===== src/verilog/uhpc_pkg.sv =====
package uhpc_pkg;

  // Clock rate and the derived cycle counts for timed intervals.
  localparam int CLK_HZ = 100_000_000;
  localparam int CYC_PER_US = CLK_HZ / 1_000_000;
  localparam int PORT_RESET_MS = 10;
  localparam int PORT_RESUME_MS = 20;
  localparam int DEV_CHIRP_US = 1000;
  localparam int PORT_RESET_CYC = PORT_RESET_MS * 1000 * CYC_PER_US;
  localparam int PORT_RESUME_CYC = PORT_RESUME_MS * 1000 * CYC_PER_US;
  localparam int DEV_CHIRP_CYC = DEV_CHIRP_US * CYC_PER_US;
  localparam int CNT_W = 21;

  // Downstream port count and status change report width.
  localparam int NPORT = 4;
  localparam int SC_W = NPORT + 1;

  // Configuration memory fetch: read opcode, start address, byte layout.
  localparam logic [7:0] SPI_READ_CMD = 8'h03;
  localparam logic [7:0] SPI_START_ADDR = 8'h00;
  localparam int SPI_CMD_BITS = 16;
  localparam int SPI_HALF_CYC = 4;
  localparam int CFG_BYTES = 8;
  localparam int BYTE_LOAD = 0;
  localparam int BYTE_VID = 1;
  localparam int BYTE_PID = 3;
  localparam int BYTE_DID = 5;
  localparam int BYTE_PORTS = 7;
  localparam logic [7:0] LOAD_EXT_A = 8'hd2;
  localparam logic [7:0] LOAD_EXT_B = 8'hd4;
  localparam logic [3:0] PORTS_ALL = 4'hf;
  localparam logic [3:0] PORTS_NONE = 4'h0;

  // Port feature requests decoded from the host's hub class traffic.
  typedef enum logic [3:0] {
    UHPC_REQ_SET_POWER,
    UHPC_REQ_CLR_POWER,
    UHPC_REQ_SET_RESET,
    UHPC_REQ_CLR_ENABLE,
    UHPC_REQ_SET_SUSPEND,
    UHPC_REQ_CLR_SUSPEND,
    UHPC_REQ_CLR_C_CONNECT,
    UHPC_REQ_CLR_C_ENABLE,
    UHPC_REQ_CLR_C_SUSPEND,
    UHPC_REQ_CLR_C_RESET,
    UHPC_REQ_SET_IND,
    UHPC_REQ_CLR_IND
  } uhpc_req_t;

endpackage : uhpc_pkg


===== src/verilog/uhpc_sc_if.sv =====
`timescale 1ns/1ps
// Status change report stream between the hub logic and its buffer.
interface uhpc_sc_if;
  logic valid;
  logic ready;
  logic [uhpc_pkg::SC_W-1:0] data;
  modport src (output valid, output data, input ready);
  modport snk (input valid, input data, output ready);
endinterface : uhpc_sc_if


===== src/verilog/uhpc_hub_ctrl.sv =====
`timescale 1ns/1ps
// Behaviour
// - Fetch configuration and identifiers from serial memory before attaching upstream.
// - After fetch and with bus voltage present, enable D+ pull-up, await reset.
// - During upstream bus reset, emit device chirp announcing high-speed ability.
// - On host chirp answer, enter high-speed and drop the D+ pull-up.
// - Without host chirp answer, keep running as a full-speed hub.
// - After any bus reset, address and configuration value are zero.
// - Full hub function only once a nonzero configuration is selected.
// - Four ports at most; usable and removable flags from extended loads.
// - Before configuration, every port drives SE0 and stays unpowered.
// - After configuration release the lines; host powers ports individually.
// - Detect connect and disconnect on powered ports; report via status endpoint.
// - Port reset request: reset, enable, green indicator unless overridden, babble detect.
// - Non-idle line after EOF2 on an enabled port disables it.
// - Clear-enable request disables the named port.
// - Suspend request suspends only the named port.
// - Wakeup on suspended port with hub awake sets a port change.
// - Wakeup on suspended port with hub suspended is forwarded upstream.
// - Clear-suspend request resumes the suspended port.
// - High-speed hub: slower devices via translator, high-speed devices via repeater.
// - Full-speed hub: high-speed devices run at full speed only.
// - Upstream transmitter blocks downstream babble and disconnects from going upstream.
// - Repeater connects and releases only on packet boundaries, handles suspend.
module uhpc_hub_ctrl #(
  parameter int RESET_CYC = uhpc_pkg::PORT_RESET_CYC,
  parameter int RESUME_CYC = uhpc_pkg::PORT_RESUME_CYC,
  parameter int CHIRP_CYC = uhpc_pkg::DEV_CHIRP_CYC,
  parameter int SPI_HALF = uhpc_pkg::SPI_HALF_CYC
) (
  input wire logic clk_i,
  input wire logic resetn_i,
  output logic spi_cs_n_o,
  output logic spi_sck_o,
  output logic spi_mosi_o,
  input wire logic spi_miso_i,
  output logic cfg_done_o,
  output logic [15:0] cfg_vid_o,
  output logic [15:0] cfg_pid_o,
  output logic [15:0] cfg_did_o,
  output logic [3:0] port_usable_o,
  output logic [3:0] port_removable_o,
  input wire logic upstream_vbus_sense_i,
  input wire logic bus_reset_i,
  input wire logic host_chirp_i,
  output logic dp_pullup_o,
  output logic chirp_k_o,
  output logic hs_mode_o,
  input wire logic set_addr_i,
  input wire logic [6:0] addr_i,
  input wire logic set_cfg_i,
  input wire logic [7:0] cfg_val_i,
  output logic [6:0] dev_addr_o,
  output logic [7:0] cfg_value_o,
  output logic hub_ready_o,
  input wire logic req_valid_i,
  input wire uhpc_pkg::uhpc_req_t req_code_i,
  input wire logic [1:0] req_port_i,
  output logic req_ready_o,
  input wire logic hub_suspended_i,
  input wire logic eof2_i,
  input wire logic pkt_boundary_i,
  input wire logic [3:0] port_connect_i,
  input wire logic [3:0] port_nonidle_i,
  input wire logic [3:0] port_hs_dev_i,
  input wire logic [3:0] port_wakeup_i,
  output logic [3:0] port_se0_o,
  output logic [3:0] port_power_o,
  output logic [3:0] port_reset_o,
  output logic [3:0] port_enabled_o,
  output logic [3:0] port_suspended_o,
  output logic [3:0] port_resume_o,
  output logic [3:0] ind_green_o,
  output logic [3:0] babble_en_o,
  output logic [3:0] route_tt_o,
  output logic [3:0] rep_conn_o,
  output logic [3:0] us_block_o,
  output logic fs_only_o,
  output logic upstream_wakeup_o,
  output logic sc_valid_o,
  input wire logic sc_ready_i,
  output logic [4:0] sc_data_o
);

  localparam int NP = uhpc_pkg::NPORT;
  localparam int RX_W = uhpc_pkg::CFG_BYTES * 8;
  localparam int ALL_BITS = uhpc_pkg::SPI_CMD_BITS + RX_W;
  localparam int SC_W_L = uhpc_pkg::SC_W;

  typedef enum logic [2:0] {
    US_FETCH, US_WAIT_VBUS, US_ATTACHED, US_CHIRP, US_WAIT_HOST, US_FS_RUN, US_HS_RUN
  } uhpc_us_t;

  typedef enum logic [2:0] {
    PS_OFF, PS_DISC, PS_DISABLED, PS_RESETTING, PS_ENABLED, PS_SUSPENDED, PS_RESUMING
  } uhpc_ps_t;

  // Picks byte idx of the fetched image; the first byte read sits on top.
  function automatic logic [7:0] cfg_byte(input logic [RX_W-1:0] img, input int idx);
    cfg_byte = img[(uhpc_pkg::CFG_BYTES - 1 - idx) * 8 +: 8];
  endfunction : cfg_byte

  // True when a valid request of the given code names port p.
  function automatic logic req_hit(input uhpc_pkg::uhpc_req_t code, input int p);
    req_hit = req_valid_i && (req_code_i == code) && (req_port_i == 2'(p));
  endfunction : req_hit

  uhpc_us_t us_q;
  uhpc_ps_t ps_q [NP];
  logic [uhpc_pkg::CNT_W-1:0] pcnt_q [NP];
  logic [uhpc_pkg::CNT_W-1:0] ucnt_q;
  logic [RX_W-1:0] rx_q;
  logic [uhpc_pkg::SPI_CMD_BITS-1:0] tx_q;
  logic [7:0] bit_q;
  logic [7:0] div_q;
  logic fetching_q;
  logic reset_seen_q;
  logic [3:0] conn_q;
  logic [3:0] c_conn_q;
  logic [3:0] c_en_q;
  logic [3:0] c_susp_q;
  logic [3:0] c_rst_q;
  logic [3:0] ind_ovr_q;
  logic [3:0] rep_q;
  logic [SC_W_L-1:0] last_q;
  logic [3:0] ev_babble;
  logic [3:0] ev_rst_done;
  logic [3:0] ev_res_done;
  logic [3:0] ev_conn;
  logic reset_rise;
  logic configured;
  logic running;
  logic [4:0] sc_bits;

  uhpc_sc_if sc_if ();

  // serial fetch
  // Mode 0 serial read: shift on the falling edge, sample on the rising one.
  always_ff @(posedge clk_i)
  begin
    if (!resetn_i)
    begin
      fetching_q <= 1'b1;
      spi_cs_n_o <= 1'b0;
      spi_sck_o <= 1'b0;
      tx_q <= {uhpc_pkg::SPI_READ_CMD, uhpc_pkg::SPI_START_ADDR};
      rx_q <= '0;
      bit_q <= 8'h00;
      div_q <= 8'h00;
      cfg_done_o <= 1'b0;
    end
    else if (fetching_q)
    begin
      if (div_q == 8'(SPI_HALF - 1))
      begin
        div_q <= 8'h00;
        spi_sck_o <= ~spi_sck_o;
        if (!spi_sck_o && bit_q >= 8'(uhpc_pkg::SPI_CMD_BITS))
          rx_q <= {rx_q[RX_W-2:0], spi_miso_i};
        if (spi_sck_o)
        begin
          tx_q <= {tx_q[uhpc_pkg::SPI_CMD_BITS-2:0], 1'b0};
          bit_q <= bit_q + 8'h01;
          if (bit_q == 8'(ALL_BITS - 1))
          begin
            fetching_q <= 1'b0;
            spi_cs_n_o <= 1'b1;
            cfg_done_o <= 1'b1;
          end
        end
      end
      else
        div_q <= div_q + 8'h01;
    end
  end

  assign spi_mosi_o = tx_q[uhpc_pkg::SPI_CMD_BITS-1];

  // extended loads
  // Port flags count only when the image carries an extended load marker.
  always_ff @(posedge clk_i)
  begin
    if (!resetn_i)
    begin
      cfg_vid_o <= 16'h0000;
      cfg_pid_o <= 16'h0000;
      cfg_did_o <= 16'h0000;
      port_usable_o <= uhpc_pkg::PORTS_ALL;
      port_removable_o <= uhpc_pkg::PORTS_NONE;
    end
    else if (fetching_q && spi_sck_o && div_q == 8'(SPI_HALF - 1) && bit_q == 8'(ALL_BITS - 1))
    begin
      cfg_vid_o <= {cfg_byte(rx_q, uhpc_pkg::BYTE_VID), cfg_byte(rx_q, uhpc_pkg::BYTE_VID + 1)};
      cfg_pid_o <= {cfg_byte(rx_q, uhpc_pkg::BYTE_PID), cfg_byte(rx_q, uhpc_pkg::BYTE_PID + 1)};
      cfg_did_o <= {cfg_byte(rx_q, uhpc_pkg::BYTE_DID), cfg_byte(rx_q, uhpc_pkg::BYTE_DID + 1)};
      if (cfg_byte(rx_q, uhpc_pkg::BYTE_LOAD) == uhpc_pkg::LOAD_EXT_A ||
          cfg_byte(rx_q, uhpc_pkg::BYTE_LOAD) == uhpc_pkg::LOAD_EXT_B)
      begin
        {port_removable_o, port_usable_o} <= cfg_byte(rx_q, uhpc_pkg::BYTE_PORTS);
      end
    end
  end

  assign reset_rise = bus_reset_i && !reset_seen_q;
  assign running = (us_q == US_FS_RUN) || (us_q == US_HS_RUN) || (us_q == US_ATTACHED);

  // Upstream attach and speed negotiation; a vbus loss detaches at once.
  always_ff @(posedge clk_i)
  begin
    if (!resetn_i)
    begin
      us_q <= US_FETCH;
      ucnt_q <= '0;
      reset_seen_q <= 1'b0;
    end
    else
    begin
      reset_seen_q <= bus_reset_i;
      if (us_q != US_FETCH && !upstream_vbus_sense_i)
        us_q <= US_WAIT_VBUS;
      else
        case (us_q)
          US_FETCH:
            if (cfg_done_o)
              us_q <= US_WAIT_VBUS;
          US_WAIT_VBUS:
            us_q <= US_ATTACHED;
          US_ATTACHED, US_FS_RUN, US_HS_RUN:
            if (reset_rise)
            begin
              us_q <= US_CHIRP;
              ucnt_q <= uhpc_pkg::CNT_W'(CHIRP_CYC - 1);
            end
          US_CHIRP:
            if (!bus_reset_i)
              us_q <= US_FS_RUN;
            else if (ucnt_q == '0)
              us_q <= US_WAIT_HOST;
            else
              ucnt_q <= ucnt_q - 1'b1;
          US_WAIT_HOST:
            if (host_chirp_i)
              us_q <= US_HS_RUN;
            else if (!bus_reset_i)
              us_q <= US_FS_RUN;
          default:
            us_q <= US_FETCH;
        endcase
    end
  end

  assign dp_pullup_o = (us_q == US_ATTACHED) || (us_q == US_CHIRP) || (us_q == US_WAIT_HOST) ||
                       (us_q == US_FS_RUN);
  assign chirp_k_o = (us_q == US_CHIRP);
  assign hs_mode_o = (us_q == US_HS_RUN);

  // reset clears address
  // The host's assignments stick only while the link is up and running.
  always_ff @(posedge clk_i)
  begin
    if (!resetn_i || reset_rise || !running)
    begin
      dev_addr_o <= 7'h00;
      cfg_value_o <= 8'h00;
    end
    else
    begin
      if (set_addr_i)
        dev_addr_o <= addr_i;
      if (set_cfg_i)
        cfg_value_o <= cfg_val_i;
    end
  end

  assign configured = running && (cfg_value_o != 8'h00);
  assign hub_ready_o = configured;
  assign req_ready_o = 1'b1;

  // Events shared by the port machines and the change flags.
  always_comb
  begin
    for (int p = 0; p < NP; p++)
    begin
      ev_babble[p] = (ps_q[p] == PS_ENABLED) && eof2_i && port_nonidle_i[p];
      ev_rst_done[p] = (ps_q[p] == PS_RESETTING) && (pcnt_q[p] == '0) && port_connect_i[p];
      ev_res_done[p] = (ps_q[p] == PS_RESUMING) && (pcnt_q[p] == '0);
      ev_conn[p] = (ps_q[p] != PS_OFF) && (port_connect_i[p] != conn_q[p]);
    end
  end

  // Per-port state machines; unconfigured or unusable ports stay off.
  always_ff @(posedge clk_i)
  begin
    for (int p = 0; p < NP; p++)
    begin
      if (!resetn_i || !configured || !port_usable_o[p])
      begin
        ps_q[p] <= PS_OFF;
        pcnt_q[p] <= '0;
      end
      else if (req_hit(uhpc_pkg::UHPC_REQ_CLR_POWER, p))
        ps_q[p] <= PS_OFF;
      else if (ps_q[p] != PS_OFF && !port_connect_i[p] && ps_q[p] != PS_DISC)
        ps_q[p] <= PS_DISC;
      else
        case (ps_q[p])
          PS_OFF:
            if (req_hit(uhpc_pkg::UHPC_REQ_SET_POWER, p))
              ps_q[p] <= PS_DISC;
          PS_DISC:
            if (port_connect_i[p])
              ps_q[p] <= PS_DISABLED;
          PS_DISABLED:
            if (req_hit(uhpc_pkg::UHPC_REQ_SET_RESET, p))
            begin
              ps_q[p] <= PS_RESETTING;
              pcnt_q[p] <= uhpc_pkg::CNT_W'(RESET_CYC - 1);
            end
          PS_RESETTING:
            if (pcnt_q[p] == '0)
              ps_q[p] <= PS_ENABLED;
            else
              pcnt_q[p] <= pcnt_q[p] - 1'b1;
          PS_ENABLED:
            if (ev_babble[p] || req_hit(uhpc_pkg::UHPC_REQ_CLR_ENABLE, p))
              ps_q[p] <= PS_DISABLED;
            else if (req_hit(uhpc_pkg::UHPC_REQ_SET_SUSPEND, p))
              ps_q[p] <= PS_SUSPENDED;
          PS_SUSPENDED:
            if (req_hit(uhpc_pkg::UHPC_REQ_CLR_ENABLE, p))
              ps_q[p] <= PS_DISABLED;
            else if (req_hit(uhpc_pkg::UHPC_REQ_CLR_SUSPEND, p) ||
                     (port_wakeup_i[p] && !hub_suspended_i))
            begin
              ps_q[p] <= PS_RESUMING;
              pcnt_q[p] <= uhpc_pkg::CNT_W'(RESUME_CYC - 1);
            end
          PS_RESUMING:
            if (pcnt_q[p] == '0)
              ps_q[p] <= PS_ENABLED;
            else
              pcnt_q[p] <= pcnt_q[p] - 1'b1;
          default:
            ps_q[p] <= PS_OFF;
        endcase
    end
  end

  // sticky change flags
  // A set in the same cycle as the host's clear wins, so no change is lost.
  always_ff @(posedge clk_i)
  begin
    for (int p = 0; p < NP; p++)
    begin
      if (!resetn_i || !configured)
      begin
        conn_q[p] <= 1'b0;
        c_conn_q[p] <= 1'b0;
        c_en_q[p] <= 1'b0;
        c_susp_q[p] <= 1'b0;
        c_rst_q[p] <= 1'b0;
      end
      else
      begin
        conn_q[p] <= (ps_q[p] != PS_OFF) && port_connect_i[p];
        c_conn_q[p] <= ev_conn[p] || (c_conn_q[p] && !req_hit(uhpc_pkg::UHPC_REQ_CLR_C_CONNECT, p));
        c_en_q[p] <= ev_babble[p] || (c_en_q[p] && !req_hit(uhpc_pkg::UHPC_REQ_CLR_C_ENABLE, p));
        c_susp_q[p] <= ev_res_done[p] || (c_susp_q[p] && !req_hit(uhpc_pkg::UHPC_REQ_CLR_C_SUSPEND, p));
        c_rst_q[p] <= ev_rst_done[p] || (c_rst_q[p] && !req_hit(uhpc_pkg::UHPC_REQ_CLR_C_RESET, p));
      end
    end
  end

  // indicator override
  // A set-indicator request takes the green lamp out of automatic control; a clear-indicator request returns it.
  always_ff @(posedge clk_i)
  begin
    for (int p = 0; p < NP; p++)
    begin
      if (!resetn_i || !configured)
        ind_ovr_q[p] <= 1'b0;
      else if (req_hit(uhpc_pkg::UHPC_REQ_SET_IND, p))
        ind_ovr_q[p] <= 1'b1;
      else if (req_hit(uhpc_pkg::UHPC_REQ_CLR_IND, p))
        ind_ovr_q[p] <= 1'b0;
    end
  end

  // packet-boundary connectivity
  // Changing the path mid-packet would truncate it, so wait for a boundary.
  always_ff @(posedge clk_i)
  begin
    if (!resetn_i)
      rep_q <= 4'h0;
    else if (pkt_boundary_i)
      for (int p = 0; p < NP; p++)
        rep_q[p] <= (ps_q[p] == PS_ENABLED) && (!hs_mode_o || port_hs_dev_i[p]);
  end

  // forward wakeup
  // Registered request, held while a suspended port signals wakeup with the hub suspended, for the upstream transmitter to drive resume.
  always_ff @(posedge clk_i)
  begin
    if (!resetn_i)
      upstream_wakeup_o <= 1'b0;
    else
    begin
      upstream_wakeup_o <= 1'b0;
      for (int p = 0; p < NP; p++)
        if (ps_q[p] == PS_SUSPENDED && port_wakeup_i[p] && hub_suspended_i)
          upstream_wakeup_o <= 1'b1;
    end
  end

  // Per-port outputs decoded from the port machines.
  always_comb
  begin
    for (int p = 0; p < NP; p++)
    begin
      port_se0_o[p] = !configured;
      port_power_o[p] = configured && (ps_q[p] != PS_OFF);
      port_reset_o[p] = (ps_q[p] == PS_RESETTING);
      port_enabled_o[p] = (ps_q[p] == PS_ENABLED);
      port_suspended_o[p] = (ps_q[p] == PS_SUSPENDED);
      port_resume_o[p] = (ps_q[p] == PS_RESUMING);
      ind_green_o[p] = port_enabled_o[p] && !ind_ovr_q[p];
      babble_en_o[p] = port_enabled_o[p];
      route_tt_o[p] = port_enabled_o[p] && hs_mode_o && !port_hs_dev_i[p];
      us_block_o[p] = !rep_q[p] || ev_babble[p] || !port_connect_i[p];
    end
  end

  assign rep_conn_o = rep_q;
  assign fs_only_o = !hs_mode_o;

  // status change reports
  // A new bitmap is queued only when it differs from the last one sent.
  assign sc_bits = {c_conn_q | c_en_q | c_susp_q | c_rst_q, 1'b0};
  assign sc_if.valid = configured && (sc_bits != 5'h00) && (sc_bits != last_q);
  assign sc_if.data = sc_bits;

  always_ff @(posedge clk_i)
  begin
    if (!resetn_i || sc_bits == 5'h00)
      last_q <= 5'h00;
    else if (sc_if.valid && sc_if.ready)
      last_q <= sc_bits;
  end

  uhpc_sc_buf #(
    .W(SC_W_L)
  ) u_sc_buf (
    .clk_i(clk_i),
    .resetn_i(resetn_i),
    .in_if(sc_if.snk),
    .out_valid_o(sc_valid_o),
    .out_ready_i(sc_ready_i),
    .out_data_o(sc_data_o)
  );

endmodule : uhpc_hub_ctrl


===== src/verilog/uhpc_sc_buf.sv =====
`timescale 1ns/1ps
// Two-entry buffer so a stalled endpoint reader loses no report.
module uhpc_sc_buf #(
  parameter int W = uhpc_pkg::SC_W
) (
  input wire logic clk_i,
  input wire logic resetn_i,
  uhpc_sc_if.snk in_if,
  output logic out_valid_o,
  input wire logic out_ready_i,
  output logic [W-1:0] out_data_o
);

  logic [W-1:0] mem_q [2];
  logic [1:0] cnt_q;
  logic wr_q;
  logic rd_q;
  logic push;
  logic pop;

  // Full only at two entries, so the writer sees honest back-pressure.
  assign in_if.ready = (cnt_q != 2'h2);
  assign out_valid_o = (cnt_q != 2'h0);
  assign out_data_o = mem_q[rd_q];
  assign push = in_if.valid && in_if.ready;
  assign pop = out_valid_o && out_ready_i;

  // Occupancy and pointers.
  always_ff @(posedge clk_i)
  begin
    if (!resetn_i)
    begin
      cnt_q <= 2'h0;
      wr_q <= 1'b0;
      rd_q <= 1'b0;
    end
    else
    begin
      cnt_q <= cnt_q + {1'b0, push} - {1'b0, pop};
      if (push)
        wr_q <= ~wr_q;
      if (pop)
        rd_q <= ~rd_q;
    end
  end

  // Storage; contents need no reset since valid gates them.
  always_ff @(posedge clk_i)
  begin
    if (push)
      mem_q[wr_q] <= in_if.data;
  end

endmodule : uhpc_sc_buf


===== config.mk =====
export PLATFORM = sky130hd
export DESIGN_NAME = uhpc_hub_ctrl
export DESIGN_NICKNAME = d
export VERILOG_FILES = /design/src/verilog/uhpc_pkg.sv /design/src/verilog/uhpc_sc_if.sv /design/src/verilog/uhpc_hub_ctrl.sv /design/src/verilog/uhpc_sc_buf.sv
export SDC_FILE = /design/constraint.sdc
export NUM_CORES = 1
export LEC_CHECK = 0
export ABC_AREA = 1
export BUFFER_PORTS_ARGS = -buffer_cell sky130_fd_sc_hd__buf_2
export CAP_MARGIN = 20
export CELL_PAD_IN_SITES_DETAIL_PLACEMENT = 0
export CELL_PAD_IN_SITES_GLOBAL_PLACEMENT = 1
export CORE_MARGIN = 4
export CORE_UTILIZATION = 30
export CTS_BUF_LIST = sky130_fd_sc_hd__clkbuf_16
export DETAILED_ROUTE_END_ITERATION = 8
export PLACE_DENSITY = 0.58
export REMOVE_ABC_BUFFERS = 1
export SYNTH_ARGS = -nofsm -noshare
export SYNTH_HDL_FRONTEND = slang
export SYNTH_SLANG_ARGS = --single-unit

===== constraint.sdc =====
create_clock -name clk_i -period 3.2 [get_ports clk_i]
set_input_delay 0 -clock clk_i [delete_from_list [all_inputs] [get_ports clk_i]]
set_output_delay 0 -clock clk_i [all_outputs]
set_load 0.01 [all_outputs]

Word level (Yosys, flattened, before mapping)
Memory sizes are Yosys's and may differ from the RTL's. A register that Yosys moved wholly into a read port is not among the register bits.
Cells that the tools add are included.
- bits in registers: 224
- latch bits: 0
- bits in writable memories: 104
- ROM bits: 0
- output and inout bits: 132
- memories kept: 3
- memories (name ; depth ; width ; rd ports ; clocked after memory_dff ; wr ports ; RTL line ; text):
    pcnt_q ; 4 ; 21 ; 4 ; 0 ; 4 ; uhpc_hub_ctrl.sv:110 ; logic [uhpc_pkg::CNT_W-1:0] pcnt_q [NP];
    ps_q ; 4 ; 3 ; 4 ; 0 ; 4 ; uhpc_hub_ctrl.sv:109 ; uhpc_ps_t ps_q [NP];
    u_sc_buf.mem_q ; 2 ; 4 ; 1 ; 1 ; 1 ; uhpc_sc_buf.sv:14 ; logic [W-1:0] mem_q [2];
- add/subtract/negate cells: 9
- multipliers: 0
- divide/modulo/power cells: 0
- order comparisons: 1
- equal/unequal tests: 68
- shift operators: 0
- muxes and demuxes: 417
- bitwise logic cells: 72
- reduce and logical (&&, ||, !) cells: 289
- operators by type and width (operator ; number):
    $mux W21 ; 19
    $mux W1 ; 341
    $mux W3 ; 54
    $logic_and A1 B1 Y1 ; 155
    $logic_not A21 Y1 ; 5
    $sub A21 B1 Y21 const B ; 5
    $or A1 B1 Y1 ; 64
    $logic_or A1 B1 Y1 ; 50
    $eq A3 B3 Y1 const B ; 15
    $logic_not A1 Y1 ; 44
    $pmux W21 S2 ; 1
    $eq A3 B2 Y1 const B ; 10
    $reduce_or A7 Y1 ; 4
    $add A8 B1 Y8 const B ; 2
    $eq A4 B3 Y1 const B ; 4
    $eq A4 B4 Y1 const B ; 4
    $eq A8 B8 Y1 const B ; 2
    $eq A3 B1 Y1 const B ; 5
    $logic_not A3 Y1 ; 5
    $pmux W3 S5 ; 1
    $reduce_bool A3 Y1 ; 5
    $ne A3 B1 Y1 const B ; 4
    $or A4 B4 Y4 ; 3
    $reduce_and A4 Y1 ; 3
    29 further kinds ; 51

Depth between registers and ports, before layout
Gate-level depths: netlist of run 1.
- depth in word-level cells: 21
- depth in mapped cells: 14
- mapped depth without buffers: 14

Modules after synthesis
From an unflattened synthesis of run 1, not the netlist that was laid out.
- cells, all modules: 2281
- area, all modules: 16947.5 µm²
- by module, submodules not included (module ; instances ; cells an instance ; area each (µm²) ; seq. area each (µm²)):
    uhpc_hub_ctrl ; 1 ; 2230 ; 16335.7 ; 7287.0
    uhpc_sc_buf ; 1 ; 51 ; 611.8 ; 400.4

Worst setup path after synthesis of run 1
Ideal clock, no wire load.
- path type: register -> register
- from: register us_q[0]
- to: memory pcnt_q[0][0] in the netlist's numbering (enable)
- library setup time: 0.508 ns
- data arrival time: 2.174 ns
- data required time: 2.692 ns
- slack: 0.518 ns
- stages on the path, launching flop included: 14
- buffers on the path: 1
- period minus slack after synthesis: 2.682 ns
- cell sequence: dfxtp_1 inv_1 ha_1 inv_1 nand2_2 nand2_4 inv_4 nand2_4 nor2_4 nand2_2 nor2_1 nor2_2 buf_6 nand4_1
- RTL lines (item ; RTL line ; text):
    from (decl) ; uhpc_hub_ctrl.sv:108 ; uhpc_us_t us_q;
    from (signal assigned) ; uhpc_hub_ctrl.sv:212 ; us_q <= US_FETCH;
    from (signal assigned) ; uhpc_hub_ctrl.sv:220 ; us_q <= US_WAIT_VBUS;
    from (signal assigned) ; uhpc_hub_ctrl.sv:225 ; us_q <= US_WAIT_VBUS;
    to (decl) ; uhpc_hub_ctrl.sv:110 ;

==> results of run 1 <==
state kept, by name, summed over array words and instances (netlist names), 7 cells and up, named ones only:
signal / cells
cfg_did_o: 16
cfg_pid_o: 16
cfg_value_o: 8
ucnt_q: 21
bit_q: 8
ps_q: 12
pcnt_q: 84
dev_addr_o: 7
cfg_vid_o: 16
u_sc_buf.mem_q: 8
tx_q: 8
rx_q: 64
div_q: 8
power by group through the flow:
stage          registers [mW]  clock network [mW]  logic [mW]
2_1_floorplan            4.60                   0        1.72
3_3_place_gp             4.63                   0        2.32
3_5_place_dp             4.64                   0        2.32
4_1_cts                  4.55                4.44        2.39
5_1_grt                  4.57                4.61        2.70
6_report                 4.55                4.27        2.38
per-stage QoR:
stage	setup slack, ps	TNS (ps)
2_1_floorplan	-506	-28040
3_3_place_gp	697	0
3_5_place_dp	607	0
4_1_cts	576	0
5_1_grt	382	0
6_report	604	0
worst register-to-register path, stage by stage, from the launching register on:
cell	delay, ps
dfxtp_1	340
inv_1	120
ha_1	170
inv_1	60
nand2_2	90
nand2_4	100
nor2_8	230
nand2_2	130
nor2_1	240
nand4_1	340
nand3_1	250
buf_4	220
cell families (layout without fill, tap and decap cells):
kind of cell               count (synthesis)  after routing  share of synthesized area
buffers and inverters                    275            544                     0.0689
adders and majority gates                 16             16                     0.0120
and+or+nand+nor                         1225           1225                      0.315
DFF                                      329            329                      0.457
xor gates and xnor gates                  86             86                     0.0452
muxes                                      8              8                    0.00510
other                                      2              2                   0.000450
AOI/OAI and AO/OA                        305            305                     0.0966
final cells by class:
type / count / area [µm²] / share of cell area
multi-input cells: 1642 / 7910 / 0.391
flip-flops and latches: 329 / 7630 / 0.377
repair buffers: 266 / 1760 / 0.0869
clock buffers: 41 / 1030 / 0.0507
well taps: 748 / 936 / 0.0462
inverters: 202 / 761 / 0.0376
clock inverters: 35 / 216 / 0.0107
Yosys cell counts (all sizes together), types with 38 or more instances:
cell type | n | area (µm²)
nor2 | 508 | 2050
nand2 | 481 | 1850
dfxtp | 225 | 4500
inv | 200 | 753
o21ai | 155 | 798
a21oi | 134 | 701
nand3 | 129 | 673
edfxtp | 104 | 3120
xor2 | 51 | 447
clkbuf | 41 | 154
nor3 | 38 | 226
metal layers:
layer / up-vias / wire length (µm) / track usage
met5: - / 13 / 0
met3: 69 / 2150 / 0.0280
met1: 6941 / 24300 / 0.228
met2: 287 / 21700 / 0.260
met4: 2 / 1130 / 0.0469
li1: 7714 / - / -
worst max-delay path by stage:
stage	slack, ps	end	depth (start not counted)	startpoint
floorplan	-510	rx_q[56]	7	div_q[1]
global placement	700	pcnt_q[3][3]	13	us_q[0]
detailed placement	610	pcnt_q[3][15]	13	us_q[0]
CTS	580	pcnt_q[3][20]	13	us_q[0]
global route	380	pcnt_q[3][10]	13	us_q[0]
finish	600	pcnt_q[3][20]	11	us_q[0]
==> qor.csv, run 1 <==
stage;metric;value;unit
status;outcome;completed;
final_layout;Finished Layout Cells;3263;
worst_setup_path;Crit path required time;3470;ps
timing;max_slew headroom;0.504;
worst_setup_path;CP bufs+invs;3;
placed_design;dpl cell area;18300;µm²
timing;fin crit share;0.811;
grt;largest net degree at the start of global routing;65;
power;Sw Share;0.318;
worst_hold_path;worst hold path startpoint;eof2_i;
power;Worst VDD drop;0.000356;V
worst_hold_path;WHS Path Cells;3;
clocking;CTS tree;built;
final_layout;Final #Nets;2548;
clocking;Clock Tree Buf Depth;3;
final_layout;final instance area;20200;µm²
grt;global route overflow;0;
worst_setup_path;largest fanout on the critical path;10;
worst_setup_path;worst endpoint data arrival time;2860;ps
logic_synthesis;EDFF count, synth;104;
final_layout;P&R area growth vs syn;21.3;%
clocking;clk sink count;329;
die;Core Footprint;55100;µm²
power;final total power;11.2;mW
clocking;Root Buffer;clkbuf_16;
logic_synthesis;cell area after synthesis;16700;µm²
power;Psw;3.56;mW
final_layout;layout cell share with drive strength beyond 1;0.136;
routing;final wirelength;49300;µm
clocking;H-tree Lvls;2;
clocking;Post-CTS Hold Buffers;68;
timing;RSZ-0062 raised after global routing;no;
clocking;CTS buffer count;41;
worst_setup_path;crit path cell chain;inv_1 -> ha_1 -> inv_1 -> nand2_2 -> nand2_4 -> nor2_8 -> nand2_2 -> nor2_1 -> nand4_1 -> nand3_1 -> buf_4;
placed_design;gpl congestion;0.844;
worst_setup_path;nature of the critical path endpoint;flip-flop;
routing;Vias;15000;
worst_setup_path;Crit path largest cell delay;340;ps
routing;DRT Pass-1 Iters;6;
placed_design;DP Wirelength;34700;µm
logic_synthesis;Mean Syn Cell Area;7.43;µm²
worst_setup_path;CP Class;flip-flop to flip-flop;
logic_synthesis;Seq cells post-synth;329;
clocking;clock-pin slew on the worst setup and hold paths;60;ps
worst_hold_path;hold endpoint;c_en_q[2];
power;P per Cell Area;553;nW/µm²
logic_synthesis;register area share after synthesis;0.457;
worst_setup_path;FF-to-FF path depth;11;
logic_synthesis;Post-Synthesis Cells;2246;
flow_run;Max-Cap Viols;0;
die;IO Pins;182;
timing;final hold vios;0;
worst_setup_path;Crit-path slowest cell;dfxtp_1;
timing;Hold WS;49.0;ps
timing;final-report max-slew violation count;0;
logic_synthesis;Synth warnings;0;
power;part of the power in the clock network;0.381;
routing;WL/cell;15.1;µm
worst_hold_path;HP Class;input pin to flip-flop;
grt;vias in the first global route;14500;
power;Int Power;7.63;mW
die;initial core utilization;0.303;
routing;DRT antenna net count;0;
final_layout;most common cell after layout, fill and taps aside;nor2_1;
placed_design;Placed Cells;3119;
worst_setup_path;family with the most delay on the worst path;simple AND/OR/NAND/NOR gates;
timing;setup violators final;0;
grt;Global Route Usage Sum;0.163;
worst_setup_path;RR Startpoint;us_q[0];
routing;Via-to-Cell Ratio;4.60;
die;Die X;244;µm
routing;DRC viols;0;
routing;DR iter-0 viols;815;
logic_synthesis;predominant post-synthesis flop cell;dfxtp_1;
power;sequential fraction of design power;0.406;
logic_synthesis;Synth async-reset ratio;0;
worst_setup_path;Reg2Reg Capture Point;pcnt_q[3][20];
die;Die Area;59400;µm²
timing;worst-margin pin slew;742;ps
timing;Clock Skews;27.8;ps
worst_setup_path;startpoint types;flip-flop;
final_layout;number of antenna repair diodes;0;
clocking;Setup Buffers After CTS;0;
clocking;clk_lat worst skew;580;ps
final_layout;most frequent cells in the layout;483 x nor2_1, 471 x nand2_1, 225 x dfxtp_1, 202 x inv_1, 178 x buf_2;
worst_setup_path;R2R Setup Slk;600;ps
timing;Final min period;2600;ps
clocking;post-CTS sizing;0;
timing;highest clock rate;385;MHz
placed_design;IO buf count;179;
power;Leakage Power;9.65;nW
die;Die Span Y;244;µm
grt;initial antenna violation count;1;
die;std cell rows;86;
power;Comb pwr share;0.212;
final_layout;fillers;5920;
logic_synthesis;Distinct cells, synth;54;
final_layout;Layout Utilization;0.367;
grt;first-pass GRT wire length;79300;µm
Note: power is estimated with default switching activity, not from simulation.
==> run 2: changes to the inputs <==
Clock period 3.2 ns to 2.6 ns, I/O delays scaled along.
==> qor.csv, run 2 (same netlist as run 1, synthesis figures left out) <==
stage;metric;value;unit;change
status;outcome;completed;;
die;Die X;244;µm;unchanged
timing;Hold WS;1.27;ps;-47.7 ps
grt;busiest layer in global routing;met2;;
die;initial core utilization;0.303;;unchanged
timing;Fin Setup TNS;0;ps;unchanged
power;Worst VDD drop;0.000439;V;+23%
power;P per Cell Area;680;nW/µm²;+23%
placed_design;gpl congestion;0.833;;-1.3%
worst_setup_path;family with the most delay on the worst path;simple AND/OR/NAND/NOR gates;;
final_layout;most common cell after layout, fill and taps aside;nor2_1;;
final_layout;Final #Nets;2565;;+0.67%
clocking;Root Buffer;clkbuf_16;;
grt;vias in the first global route;14900;;+3.1%
grt;global route overflow;0;;unchanged
die;std cell rows;86;;unchanged
clocking;clock-pin slew on the worst setup and hold paths;60;ps;about the same
die;IO Pins;182;;unchanged
timing;Clock Skews;27.0;ps;-0.755 ps
clocking;clk_lat worst skew;580;ps;about the same
final_layout;P&R area growth vs syn;22.3;%;
routing;final wirelength;49400;µm;+0.19%
final_layout;Layout Utilization;0.370;;+0.00309
routing;WL/cell;15.1;µm;-0.21%
clocking;clk sink count;329;;unchanged
placed_design;IO buf count;179;;unchanged
clocking;H-tree Lvls;2;;unchanged
routing;DRT antenna net count;0;;unchanged
grt;initial antenna violation count;3;;+2
flow_run;Max-Cap Viols;0;;unchanged
routing;Via-to-Cell Ratio;4.61;;about the same
die;Die Area;59400;µm²;unchanged
grt;first-pass GRT wire length;80800;µm;+1.9%
clocking;CTS tree;built;;
placed_design;DP Worst Slack;242;ps;-366 ps
timing;worst-margin pin slew;723;ps;-18.1 ps
worst_setup_path;largest fanout on the critical path;7;;-3
power;Leakage Power;9.74;nW;+0.91%
placed_design;DP Wirelength;34900;µm;+0.58%
die;Die Span Y;244;µm;unchanged
worst_setup_path;Crit-path slowest cell;or2_2;;
grt;Global Route Usage Sum;0.165;;+0.00214
final_layout;layout cell share with drive strength beyond 1;0.143;;+0.00784
grt;largest net degree at the start of global routing;78;;+20%
worst_setup_path;CP Class;flip-flop to output port;;
timing;fin crit share;0.938;;
timing;highest clock rate;410;MHz;
routing;DRT Pass-1 Iters;5;;-1
clocking;CTS buffer count;40;;-2.4%
placed_design;dpl cell area;18500;µm²;+0.92%
grt;GR Util met1;0.231;;+0.00385
worst_setup_path;crit path cell chain;inv_1 -> ha_1 -> nand2_1 -> or2_2 -> nor2_1 -> buf_2;;
placed_design;Placed Cells;3138;;+0.61%
final_layout;final instance area;20400;µm²;+0.84%
final_layout;max reg flops;84;;unchanged
power;final total power;13.9;mW;+24%
timing;slack of the critical path;161;ps;-443 ps
final_layout;Largest Register;pcnt_q;;
routing;DR iter-0 viols;958;;+18%
routing;DRC viols;0;;unchanged
worst_hold_path;HP Class;input pin to flip-flop;;
worst_setup_path;startpoint types;flip-flop;;
worst_setup_path;nature of the critical path endpoint;output port;;
routing;Vias;15100;;+0.49%
clocking;Clock Tree Buf Depth;3;;unchanged
timing;final hold vios;0;;unchanged
timing;final-report max-slew violation count;0;;unchanged
final_layout;Top Registers;pcnt_q (84), rx_q (64), ucnt_q (21);;
worst_setup_path;Crit path required time;2600;ps;-870 ps
timing;setup violators final;0;;unchanged
timing;RSZ-0062 raised after global routing;no;;
final_layout;most frequent cells in the layout;482 x nor2_1, 471 x nand2_1, 225 x dfxtp_1, 197 x inv_1, 178 x buf_2;;
grt;met2 Use GR;0.261;;+0.000829
clocking;Setup Buffers After CTS;0;;unchanged
timing;Final min period;2440;ps;
worst_setup_path;worst endpoint data arrival time;2440;ps;-420 ps
die;Core Footprint;55100;µm²;unchanged
worst_setup_path;CP bufs+invs;2;;-1
final_layout;Finished Layout Cells;3276;;+0.40%
timing;max_slew headroom;0.516;;+0.0115
worst_setup_path;Crit path largest cell delay;460;ps;+120 ps
grt;M3 GR Usage;0.0327;;+0.00473
[run 2: cell count changes in the layout (fill, tap and decap cells not counted), moves of 2 or more]
| cell | before | now |
|---|---|---|
| buf_4 | 17 | 34 |
| inv_1 | 202 | 197 |
| buf_12 | 3 | 5 |
| diode_2 | 0 | 4 |
| inv_2 | 16 | 14 |
| clkinvlp_4 | 0 | 2 |
| clkinv_1 | 10 | 5 |
[run 2: timing repair]
action / CTS / global route
setup endpoints to repair: 0 / 1
hold buffers: 67 / 0
hold endpoints to repair: 47 / 0
resized for setup: 0 / 1
[run 2: cell type report]
class / instances / area [µm²]
inverters: 202 / 761
clock inverters: 26 / 216
well taps: 748 / 936
clock buffers: 41 / 1030
fillers: 5903 / 34700
repair buffers: 284 / 1920
diodes: 4 / 10.0
flip-flops and latches: 329 / 7630
multi-input cells: 1642 / 7920
[run 2: report_power, final]
part | internal, mW | switching, mW
clock network | 2.98 | 2.34
logic | 1.09 | 1.87
registers | 5.44 | 0.161
[run 2: worst paths after layout]
kind | from | end | slack [ps] | cells after the start
max reg2reg | us_q[0] | pcnt_q[1][3] | 250 | 11
max | us_q[0] | route_tt_o[2] | 160 | 6
min | eof2_i | c_en_q[2] | 1 | 3
min reg2reg | u_sc_buf.cnt_q[1] | u_sc_buf.cnt_q[1] | 450 | 1
[run 2: layer usage]
layer / share of wire / wire length [µm]
met1: 0.49 / 24400
met2: 0.44 / 21500
met3: 0.045 / 2240
met4: 0.024 / 1210
met5: 0.00026 / 13
[run 2: worst register-to-register path, delay by kind of cell, from the launching register on]
| family | cells | cell delay (ps) |
|---|---|---|
| AOI/OAI and AO/OA | 1 | 220 |
| DFF | 1 | 340 |
| buffers and inverters | 3 | 370 |
| adders and majority gates | 1 | 180 |
| and+or+nand+nor | 6 | 930 |
